[src/rtl/asf_pkg.sv]
// package: constants and types for the alu status flag block
package asf_pkg;
   localparam int DATA_W = 8;
   localparam int ADDR_W = 12;
   // register map of this block's own port
   localparam logic [11:0] FLAGS_ADDR = 12'hfd8;
   localparam logic [11:0] CFG_ADDR = 12'hfd0;
   // flag positions
   localparam int NEG_BIT = 4;
   localparam int OVF_BIT = 3;
   localparam int ZERO_BIT = 2;
   localparam int NIB_BIT = 1;
   localparam int CARRY_BIT = 0;
   localparam int FLAG_W = 5;
   localparam logic [7:0] FLAG_MASK = 8'h1f;
   localparam logic [4:0] FLAG_RESET = 5'h00;
   localparam logic [0:0] EXT_ISA_RESET = 1'h0;
   localparam int LO_NIB_TOP = 3;
   localparam int HI_NIB_BIT = 4;
   localparam int SIGN_BIT = 7;

   typedef enum logic [3:0] {
      ASF_OP_NONE = 4'h0,
      ASF_OP_ADDF = 4'h1,
      ASF_OP_ADDL = 4'h2,
      ASF_OP_SUBL = 4'h3,
      ASF_OP_SUBF = 4'h4,
      ASF_OP_RRC = 4'h5,
      ASF_OP_RLC = 4'h6,
      ASF_OP_LOGIC = 4'h7,
      ASF_OP_CLR = 4'h8,
      ASF_OP_MOVE = 4'h9,
      ASF_OP_BSET = 4'ha,
      ASF_OP_BCLR = 4'hb,
      ASF_OP_SWAP = 4'hc
   } asf_op_e;

   typedef enum logic [1:0] {
      ASF_AM_INHERENT = 2'h0,
      ASF_AM_LITERAL = 2'h1,
      ASF_AM_DIRECT = 2'h2,
      ASF_AM_INDEXED = 2'h3
   } asf_am_e;

   typedef struct packed {
      asf_op_e op;
      logic [7:0] a;
      logic [7:0] b;
      logic [2:0] bitsel;
      logic [11:0] dest;
      logic dest_file;
      asf_am_e mode;
   } asf_req_s;

   typedef struct packed {
      logic [7:0] res;
      logic [4:0] upd;
      logic [4:0] val;
   } asf_alu_s;
endpackage

[src/rtl/asf_adder.sv]
// 8-bit adder with nibble and top carries
`timescale 1ns/100ps
module asf_adder #(
   parameter int W = 8
) (
   input wire logic [W-1:0] a,
   input wire logic [W-1:0] b,
   input wire logic cin,
   output logic [W-1:0] sum,
   output logic c_nib,
   output logic c_top,
   output logic ovf
);
   logic [4:0] lo;
   logic [W-4:0] hi;
   always_comb begin
      lo = {1'b0, a[3:0]} + {1'b0, b[3:0]} + {4'h0, cin};
      hi = {1'b0, a[W-1:4]} + {1'b0, b[W-1:4]} + {{(W-4){1'b0}}, lo[4]};
      sum = {hi[W-5:0], lo[3:0]};
      c_nib = lo[4];
      c_top = hi[W-4];
      // sign flips although operands share sign
      ovf = (a[W-1] == b[W-1]) && (sum[W-1] != a[W-1]);
   end
endmodule // asf_adder

[src/rtl/asf_flag_alu.sv]
// result and flag computation for one instruction
`timescale 1ns/100ps
module asf_flag_alu (
   input wire asf_pkg::asf_req_s req,
   input wire logic carry_in,
   output asf_pkg::asf_alu_s out
);
   logic [7:0] add_b;
   logic [7:0] add_a;
   logic [7:0] sum;
   logic c_nib;
   logic c_top;
   logic ovf;

   always_comb begin
      add_a = req.a;
      add_b = req.b;
      // subtract adds the two's complement of the second operand
      if (req.op == asf_pkg::ASF_OP_SUBL || req.op == asf_pkg::ASF_OP_SUBF) begin
         add_b = ~req.b;
      end
   end

   asf_adder #(.W(8)) u_add (
      .a(add_a),
      .b(add_b),
      .cin(req.op == asf_pkg::ASF_OP_SUBL || req.op == asf_pkg::ASF_OP_SUBF),
      .sum(sum),
      .c_nib(c_nib),
      .c_top(c_top),
      .ovf(ovf)
   );

   always_comb begin
      out.res = 8'h00;
      out.upd = 5'h00;
      out.val = 5'h00;
      case (req.op)
         asf_pkg::ASF_OP_ADDF, asf_pkg::ASF_OP_ADDL,
         asf_pkg::ASF_OP_SUBL, asf_pkg::ASF_OP_SUBF: begin
            out.res = sum;
            out.upd = 5'h1f;
            out.val[asf_pkg::NEG_BIT] = sum[asf_pkg::SIGN_BIT];
            out.val[asf_pkg::OVF_BIT] = ovf;
            out.val[asf_pkg::ZERO_BIT] = (sum == 8'h00);
            out.val[asf_pkg::NIB_BIT] = c_nib;
            out.val[asf_pkg::CARRY_BIT] = c_top;
         end
         asf_pkg::ASF_OP_RRC: begin
            out.res = {carry_in, req.a[7:1]};
            // rotates leave the overflow flag alone
            out.upd = 5'h17;
            out.val[asf_pkg::NEG_BIT] = carry_in;
            out.val[asf_pkg::ZERO_BIT] = ({carry_in, req.a[7:1]} == 8'h00);
            out.val[asf_pkg::NIB_BIT] = req.a[asf_pkg::HI_NIB_BIT];
            out.val[asf_pkg::CARRY_BIT] = req.a[0];
         end
         asf_pkg::ASF_OP_RLC: begin
            out.res = {req.a[6:0], carry_in};
            out.upd = 5'h17;
            out.val[asf_pkg::NEG_BIT] = req.a[6];
            out.val[asf_pkg::ZERO_BIT] = ({req.a[6:0], carry_in} == 8'h00);
            out.val[asf_pkg::NIB_BIT] = req.a[asf_pkg::LO_NIB_TOP];
            out.val[asf_pkg::CARRY_BIT] = req.a[7];
         end
         asf_pkg::ASF_OP_LOGIC: begin
            out.res = req.a & req.b;
            out.upd = 5'h14;
            out.val[asf_pkg::NEG_BIT] = out.res[asf_pkg::SIGN_BIT];
            out.val[asf_pkg::ZERO_BIT] = (out.res == 8'h00);
         end
         asf_pkg::ASF_OP_CLR: begin
            out.res = 8'h00;
            out.upd = 5'h04;
            out.val[asf_pkg::ZERO_BIT] = 1'b1;
         end
         asf_pkg::ASF_OP_MOVE: begin
            out.res = req.a;
         end
         asf_pkg::ASF_OP_BSET: begin
            out.res = req.a | (8'h01 << req.bitsel);
         end
         asf_pkg::ASF_OP_BCLR: begin
            out.res = req.a & ~(8'h01 << req.bitsel);
         end
         asf_pkg::ASF_OP_SWAP: begin
            out.res = {req.a[3:0], req.a[7:4]};
         end
         default: begin
            out.res = 8'h00;
         end
      endcase
   end
endmodule // asf_flag_alu

[src/rtl/asf_status.sv]
// alu status flag register with decoder, alu and software port
//
// The implementer's own choices: the register addresses and strobed register access.
`timescale 1ns/100ps
module asf_status (
   input wire logic core_clk,
   input wire logic rst,
   input wire logic clk_en,
   input wire logic exec_valid,
   input wire asf_pkg::asf_req_s exec_req,
   input wire logic [11:0] sw_addr,
   input wire logic [7:0] sw_wdata,
   input wire logic sw_wr,
   input wire logic sw_rd,
   output logic [7:0] sw_rdata,
   output logic [7:0] exec_result,
   output logic exec_result_wr,
   output logic exec_mode_err,
   output logic [7:0] alu_flags,
   output logic extended_isa_enable
);
   asf_pkg::asf_alu_s alu_out;
   logic [4:0] flags_r;
   logic [4:0] flags_nxt;
   logic ext_isa_r;
   logic flags_seen_r;
   logic [7:0] rdata_r;
   logic [7:0] result_r;
   logic result_wr_r;
   logic mode_err_r;
   logic to_flags;
   logic mode_ok;
   logic go;

   asf_flag_alu u_alu (
      .req(exec_req),
      .carry_in(flags_r[asf_pkg::CARRY_BIT]),
      .out(alu_out)
   );

   // indexed mode only with the extended isa bit set
   assign mode_ok = (exec_req.mode != asf_pkg::ASF_AM_INDEXED) || ext_isa_r;
   assign go = exec_valid && mode_ok;
   assign to_flags = exec_req.dest_file && (exec_req.dest == asf_pkg::FLAGS_ADDR);

   always_comb begin
      flags_nxt = flags_r;
      if (go) begin
         // per-bit merge: untouched flags keep their value
         flags_nxt = (flags_r & ~alu_out.upd) | (alu_out.val & alu_out.upd);
         if (to_flags && alu_out.upd == 5'h00) begin
            // non-flag ops write their result straight into the flags
            flags_nxt = alu_out.res[4:0];
         end
      end else if (sw_wr && sw_addr == asf_pkg::FLAGS_ADDR) begin
         flags_nxt = sw_wdata[4:0];
      end
   end

   // flags have no reset value, matching the unknown power-up state
   always_ff @(posedge core_clk) begin
      if (clk_en) begin
         flags_r <= flags_nxt;
      end
   end

   always_ff @(posedge core_clk) begin
      if (rst) begin
         ext_isa_r <= asf_pkg::EXT_ISA_RESET;
      end else if (clk_en && sw_wr && sw_addr == asf_pkg::CFG_ADDR) begin
         ext_isa_r <= sw_wdata[0];
      end
   end

   always_ff @(posedge core_clk) begin
      if (rst) begin
         result_r <= 8'h00;
         result_wr_r <= 1'b0;
         mode_err_r <= 1'b0;
      end else if (clk_en) begin
         result_r <= alu_out.res;
         // result dropped when a flag-changing op targets the flags
         result_wr_r <= go && !(to_flags && alu_out.upd != 5'h00);
         mode_err_r <= exec_valid && !mode_ok;
      end
   end

   always_ff @(posedge core_clk) begin
      if (rst) begin
         rdata_r <= 8'h00;
      end else if (clk_en) begin
         rdata_r <= 8'h00;
         if (sw_rd) begin
            if (sw_addr == asf_pkg::FLAGS_ADDR) begin
               rdata_r <= {3'h0, flags_r};
            end else if (sw_addr == asf_pkg::CFG_ADDR) begin
               rdata_r <= {7'h00, ext_isa_r};
            end else begin
               rdata_r <= 8'h00;
            end
         end
      end
   end

   assign sw_rdata = rdata_r;
   assign exec_result = result_r;
   assign exec_result_wr = result_wr_r;
   assign exec_mode_err = mode_err_r;
   assign alu_flags = {3'h0, flags_r};
   assign extended_isa_enable = ext_isa_r;

   // checks only: flags hold no defined value until software first writes them
   always_ff @(posedge core_clk) begin
      if (rst) begin
         flags_seen_r <= 1'b0;
      end else if (clk_en && sw_wr && sw_addr == asf_pkg::FLAGS_ADDR) begin
         flags_seen_r <= 1'b1;
      end
   end
endmodule // asf_status

[config.mk]
export PLATFORM = sky130hd
export DESIGN_NAME = asf_status
export DESIGN_NICKNAME = d
export VERILOG_FILES = /design/src/rtl/asf_pkg.sv /design/src/rtl/asf_adder.sv /design/src/rtl/asf_flag_alu.sv /design/src/rtl/asf_status.sv
export SDC_FILE = /design/constraint.sdc
export NUM_CORES = 1
export LEC_CHECK = 0
export ABC_AREA = 1
export BUFFER_PORTS_ARGS = -buffer_cell sky130_fd_sc_hd__buf_4
export CAP_MARGIN = 30
export CORE_MARGIN = 4
export CORE_UTILIZATION = 46
export CTS_BUF_LIST = sky130_fd_sc_hd__clkbuf_4
export CTS_CLUSTER_DIAMETER = 150
export DETAILED_ROUTE_END_ITERATION = 7
export PLACE_DENSITY_LB_ADDON = 0.05
export SETUP_SLACK_MARGIN = 0.5
export SYNTH_ARGS = -nofsm -noshare
export SYNTH_HDL_FRONTEND = slang
export SYNTH_SLANG_ARGS = --single-unit
[constraint.sdc]
create_clock -name core_clk -period 3.32 [get_ports core_clk]
set_clock_uncertainty 0.05 [all_clocks]
set_input_delay 0.664 -clock core_clk [delete_from_list [all_inputs] [get_ports core_clk]]
set_output_delay 0.664 -clock core_clk [all_outputs]
set_load 0.02 [all_outputs]
==> results of run 1 <==
per-stage QoR:
stage	setup WS [ns]	utilization, %	power (mW)	hold WS, ns	TNS, ns
6_report	0.165	68.7	0.816	0.423	0
3_3_place_gp	-0.128	65.5	0.655	0.400	-0.148
2_1_floorplan	0.0797	-	0.507	0.472	0
3_5_place_dp	-0.198	65.5	0.664	0.407	-0.294
4_1_cts	0.183	68.1	0.807	0.425	0
5_1_grt	0.0352	68.7	0.877	0.441	0
critical path: stages:
cell and delay, ns:
buf_8 0.11, nand2_4 0.06, inv_2 0.05, nand2_4 0.09, nand2_8 0.08, xor2_4 0.19
fa_2 0.37, a21oi_2 0.12, nor2_1 0.04, nor2_1 0.16, fa_2 0.25, fa_2 0.44
nand2_1 0.09, nor2_1 0.04, nand4_1 0.08, nor2_1 0.05, nand3_1 0.08, nand2_1 0.08
nor2_1 0.09, nor2_1 0.04
cell usage in the layout (no fill, tap or decap), types with 2 or more instances in the layout:
cell type	instances
buf_4	98
nand2_1	93
nor2_1	59
inv_1	41
nand3_1	29
o21ai_0	23
a21oi_1	22
dfxtp_1	16
nor3_1	12
nand4_1	9
o22ai_1	9
ha_1	6
conb_1	6
nor2_4	5
inv_2	5
xor2_1	5
edfxtp_1	5
nand2_4	4
nand2_2	4
nor2_2	4
xnor2_1	3
fa_2	3
clkbuf_4	3
nand3_2	2
xor2_2	2
o21ai_1	2
cells by family after synthesis:
family / share of synthesized area [%]
fa+ha+maj: 6.46
flops: 20.6
buf+inv: 11.0
xor+xnor: 4.22
compound gates: 14.8
simple gates: 42.8
other cells: 0.164
timing repair:
item / 4_1_cts / 5_1_grt
setup endpoints to repair: 6 / 7
hold buffers: 0 / 0
pin swaps: 16 / 7
resized for setup: 16 / 3
setup buffers: 3 / 1
metal layers:
metal,vias up,track usage (%)
met1,1259,33.8
met4,0,2.97
li1,1451,-
met5,-,0
met3,4,3.44
met2,133,40.6
how the worst max path moves through the flow:
stage / endpoint / from / slack, ns / depth (start not counted)
after global routing: flip-flop / exec_req[35] / 0.04 / 19
after floorplan: flip-flop / exec_req[37] / 0.08 / 18
after detailed placement: flip-flop / exec_req[36] / -0.20 / 19
after global placement: flip-flop / exec_req[36] / -0.13 / 19
final: flip-flop / exec_req[35] / 0.16 / 20
after CTS: flip-flop / exec_req[36] / 0.18 / 20
power by group:
group	internal, mW	switching [mW]	total [mW]
logic	0.183	0.227	0.410
clock network	0.0449	0.0791	0.124
registers	0.275	0.00650	0.281
total	0.503	0.313	0.816
area by class of cell:
class,count,area share [%]
clock inverter,1,0.153
timing repair buffer,101,23.9
inverter,48,5.82
sequential,21,14.4
multi-input combinational,313,52.4
clock buffer,3,0.690
tap,67,2.57
==> impl_results.md, run 1 <==
* Status: complete, no violations
* Largest net degree at the start of global routing at 19
* Most frequent cell after synthesis: nand2_1
* I/O pin cnt at between 90 and 100
* Setup slack, reg-to-reg at between 1.5 and 2 ns
* Top cells by area, synth: nand2_1, dfxtp_1, nor2_1, inv_1, edfxtp_1
* Port bufs at 81
* WHS Endpoint: sw_rdata[1]
* WL/cell at 13.3 um
* Longest Clk Path Bufs at 2
* CP Max Fanout at 4
* Worst Hold Launch: sw_rdata[1]
* Die Wd at slightly below 80 um
* Inserted Clock Buffers at 3
* H-tree depth at 1
* RSZ-0062 raised after global routing: yes
* Worst Hold Class: reg -> reg
* Yosys reg bits at 21
* Worst r2r path cells at 8
* Total core area at ~0.0048 sq mm
* Post-detail-place hpwl at about 6.2 mm
* Crit Path Class: in -> reg
* Post-synth EDFFs at 5
* GRT Resource Usage Total at 24.2%
* Post-synth top area share at 15.6%
* GPL Wtd Cong at around 0.9
* M1 wire length at 3.21 mm
* Total number of yosys warnings at 0
* Full die area at 0.00616 sq mm
* Fin. max-slew vios at 0
* Post-route ant nets at 0
* Crit path launch type: input port
* Worst vdd ir at approximately 140 uV
* Pwr dens at around 250 mW/mm^2
* Filler cell count at around 440
* # DRC at 0
* Drt pass-1 iters at 5
* Post-synth top cells: nand2_1, nor2_1, inv_1, nand3_1, o21ai_0
* DRT iter0 DRCs at about 210
* Synth Instances at roughly 390
* Fin. Hold Viols at 0
* DR vias/cell at 5.14
* Synthesis-to-finish area growth at 42.9%
* Max-Cap Viols at 0
* Starting density of the core at 48.1%
* Antenna violations before repair at 0
* Global-route wire length before repair at between 10 and 15 mm
* # nets final at approximately 560
* Arrival time worst endpoint at 3.19 ns
* Placed cell count at 546
* Congestion Overflow GR at 0
* Share of cells above drive strength 1 at ~30%
* Worst r2r src: extended_isa_enable
* Skew-Pair Late Insertion Delay at ~0.30 ns
* Reg area at approximately 470 sq um
* Tcrit/Tclk final at 95.0%
* Sequential share of the synthesized area at 20.6%
* Required time of the critical path at between 3 and 4 ns
* Fin area at roughly 0.0033 sq mm
* Worst-path clk slew at approximately 0.12 ns
* Post-synth ARST share at 0%
* Yosys cell types at 33
* Mean Syn Cell Area at 5.89 sq um
* Largest area contributor in the synthesized netlist: nand2_1
* Root Driver: clkbuf_4
* Met3 WL at slightly above 700 um
* CTS tree: yes
* Min-Delay Path Depth at 2
* WL final at 7.37 mm
* Fin crit period at about 3.2 ns
* Number of diodes at 0
* DR WL met2 at between 3 and 4 mm
* CP Capture Type: flip-flop
* Cell Area, Placed at between 0.003 and 0.004 sq mm
* Finished Layout Cells at between 500 and 600
* Rows at 25
* Static Leak at 1.65 nW
* Highest metal used: met4
* Area of the multi-input gates at approximately 0.0017 sq mm
* Mapped cell area at 0.00228 sq mm
* CTS sink count at 21
* Vias at around 2800
* F_max at approximately 320 MHz
* Height of the die at 78.5 um
* Vias in the first global route at between 2000 and 3000
* Most used DFF post-synth: dfxtp_1
* Setup-failing EPs final at 0
Note: power is estimated with default switching activity, not from simulation.
==> inputs of run 2 (changes only) <==
- PLACE_DENSITY: default -> 0.91
- PLACE_DENSITY_LB_ADDON: 0.05 -> default
==> impl_results.md, run 2 (same netlist as run 1, synthesis figures left out) <==
* Rows at 25 (unchanged)
* Vias in the first global route at 2900 (+10%)
* F_max at 320 MHz (+0.94%)
* Skew-Pair Late Insertion Delay at 0.30 ns (about the same)
* Min-Delay Path Depth at 2 (unchanged)
* CTS sink count at 21 (unchanged)
* I/O pin cnt at 91 (unchanged)
* Vias at 3006 (+5.6%)
* Area of the multi-input gates at 0.00171 sq mm (-0.29%)
* Most common cell after layout, fill and taps aside: buf_4
* WL final at 7.80 mm (+5.9%)
* Antenna violations before repair at 0 (unchanged)
* Share of cells above drive strength 1 at 31.0% (+1.7 points)
* CTS tree: yes
* Crit path launch type: input port
* Filler cell count at 427 (-3.4%)
* Root Driver: clkbuf_4
* Number of diodes at 0 (unchanged)
* Full die area at 0.00616 sq mm (unchanged)
* Static Leak at 1.68 nW (+1.7%)
* Global-route wire length before repair at 13.0 mm (+7.0%)
* Final total power at 0.859 mW (+5.3%)
* Reg area at 470 sq um (unchanged)
* Port bufs at 81 (unchanged)
* Arrival time worst endpoint at 3.25 ns (+0.06 ns)
* Fin crit period at 3.13 ns (-0.0295 ns)
* # nets final at 568 (+1.1%)
* WL/cell at 13.9 um (+4.7%)
* Largest net degree at the start of global routing at 19 (unchanged)
* Post-route ant nets at 0 (unchanged)
* Most frequent cells in the layout: buf_4, nand2_1, nor2_1
* Post-detail-place hpwl at 6.47 mm (+3.6%)
* Setup-failing EPs final at 0 (unchanged)
* Fin. Hold Viols at 0 (unchanged)
* DRT iter0 DRCs at 275 (+33%)
* Die Wd at 78.5 um (unchanged)
* RSZ-0062 raised after global routing: yes
* DR vias/cell at 5.37 (+4.5%)
* Required time of the critical path at 3.44 ns (+0.09 ns)
* Total core area at 0.00475 sq mm (unchanged)
* Congestion Overflow GR at 0 (unchanged)
* Crit Path Class: in -> reg
* Drt pass-1 iters at 5 (unchanged)
* Worst-path clk slew at 0.11 ns (about the same)
* Pwr dens at 259 mW/mm^2 (+3.6%)
* GPL Wtd Cong at 0.939 (+4.4%)
* Starting density of the core at 48.1% (unchanged)
* Worst vdd ir at 126 uV (-12%)
* Fin. max-slew vios at 0 (unchanged)
* Hold_ws at 0.424 ns (+0.000897 ns)
* CP Max Fanout at 4 (unchanged)
* Hold_buf cts at 0 (unchanged)
* Longest Clk Path Bufs at 2 (unchanged)
* GRT Resource Usage Total at 25.5% (+1.3 points)
* Worst r2r path cells at 8 (unchanged)
* Height of the die at 78.5 um (unchanged)
* Status: complete, no violations
* H-tree depth at 1 (unchanged)
* Max-Cap Viols at 0 (unchanged)
* Worst Hold Class: reg -> reg
* Tcrit/Tclk final at 94.2% (-0.89 points)
* CP Capture Type: flip-flop
* Synthesis-to-finish area growth at 45.2%
* Inserted Clock Buffers at 3 (unchanged)
* # DRC at 0 (unchanged)
-- run 2: cell types whose count changed in the layout (fill, tap and decap cells not counted), sizes merged --
cell and change:
clkinv -1, clkbuf +1, buf +6
-- run 2: where the power goes --
part,leakage (nW),internal (mW),total [mW],switching [mW]
registers,0.177,0.275,0.282,0.00694
clock network,0.0184,0.0549,0.134,0.0791
logic,1.49,0.201,0.443,0.242
-- run 2: cell type report --
class	instances	area share, %
multi-input combinational	313	51.4
clock buffer	4	0.905
sequential	21	14.2
tap	67	2.53
timing repair buffer	107	25.2
inverter	48	5.73
-- run 2: stage by stage --
stage / instance area (sq um) / util (%) / setup TNS [ns] / setup slack [ns] / instances
global placement: 3120 / 65.7 / -0.0909 / -0.0884 / 547
finish: 3320 / 69.8 / 0 / 0.194 / 560
floorplan: 2370 / - / 0 / 0.0797 / 393
CTS: 3270 / 68.8 / 0 / 0.195 / 557
global route: 3320 / 69.8 / 0 / 0.0464 / 560
detailed placement: 3120 / 65.7 / -0.346 / -0.186 / 547
-- run 2: path summary, 6_finish.rpt --
kind                                     startpoint  slack, ns           to
worst max-delay path                   exec_req[36]       0.19    flip-flop
worst min-delay path                    sw_rdata[2]       0.42  sw_rdata[2]
worst max register to register  extended_isa_enable       1.57    flip-flop
worst min register to register          sw_rdata[2]       0.42  sw_rdata[2]
-- run 2: layer usage --
metal / GRT usage, % / vias up / part of all wire (%)
met1: 31.8 / 1351 / 38
li1: - / 1464 / -
met4: 8.92 / 0 / 2.6
met3: 2.18 / 26 / 8.5
met5: 0 / - / 0
met2: 45.5 / 165 / 51
-- run 2: worst max-delay path, cell delays in order --
cell,delay (ns)
buf_8,0.11
inv_8,0.05
nor2_4,0.03
nand2_4,0.10
nand2_8,0.08
xor2_1,0.14
ha_1,0.30
inv_1,0.08
nor2_2,0.12
nor2_2,0.06
fa_2,0.36
fa_2,0.55
nand2_1,0.05
nor2_1,0.09
nand4_1,0.10
nor2_1,0.09
nand3_1,0.09
nand2_1,0.07
nor2_1,0.04
nor2_1,0.07
-- run 2: repair_timing --
action,4_1_cts,5_1_grt
gates resized for setup,18,8
buffers inserted,6,3
endpoints found under the setup margin,6,7
pin swaps,9,15
gates cloned,0,0
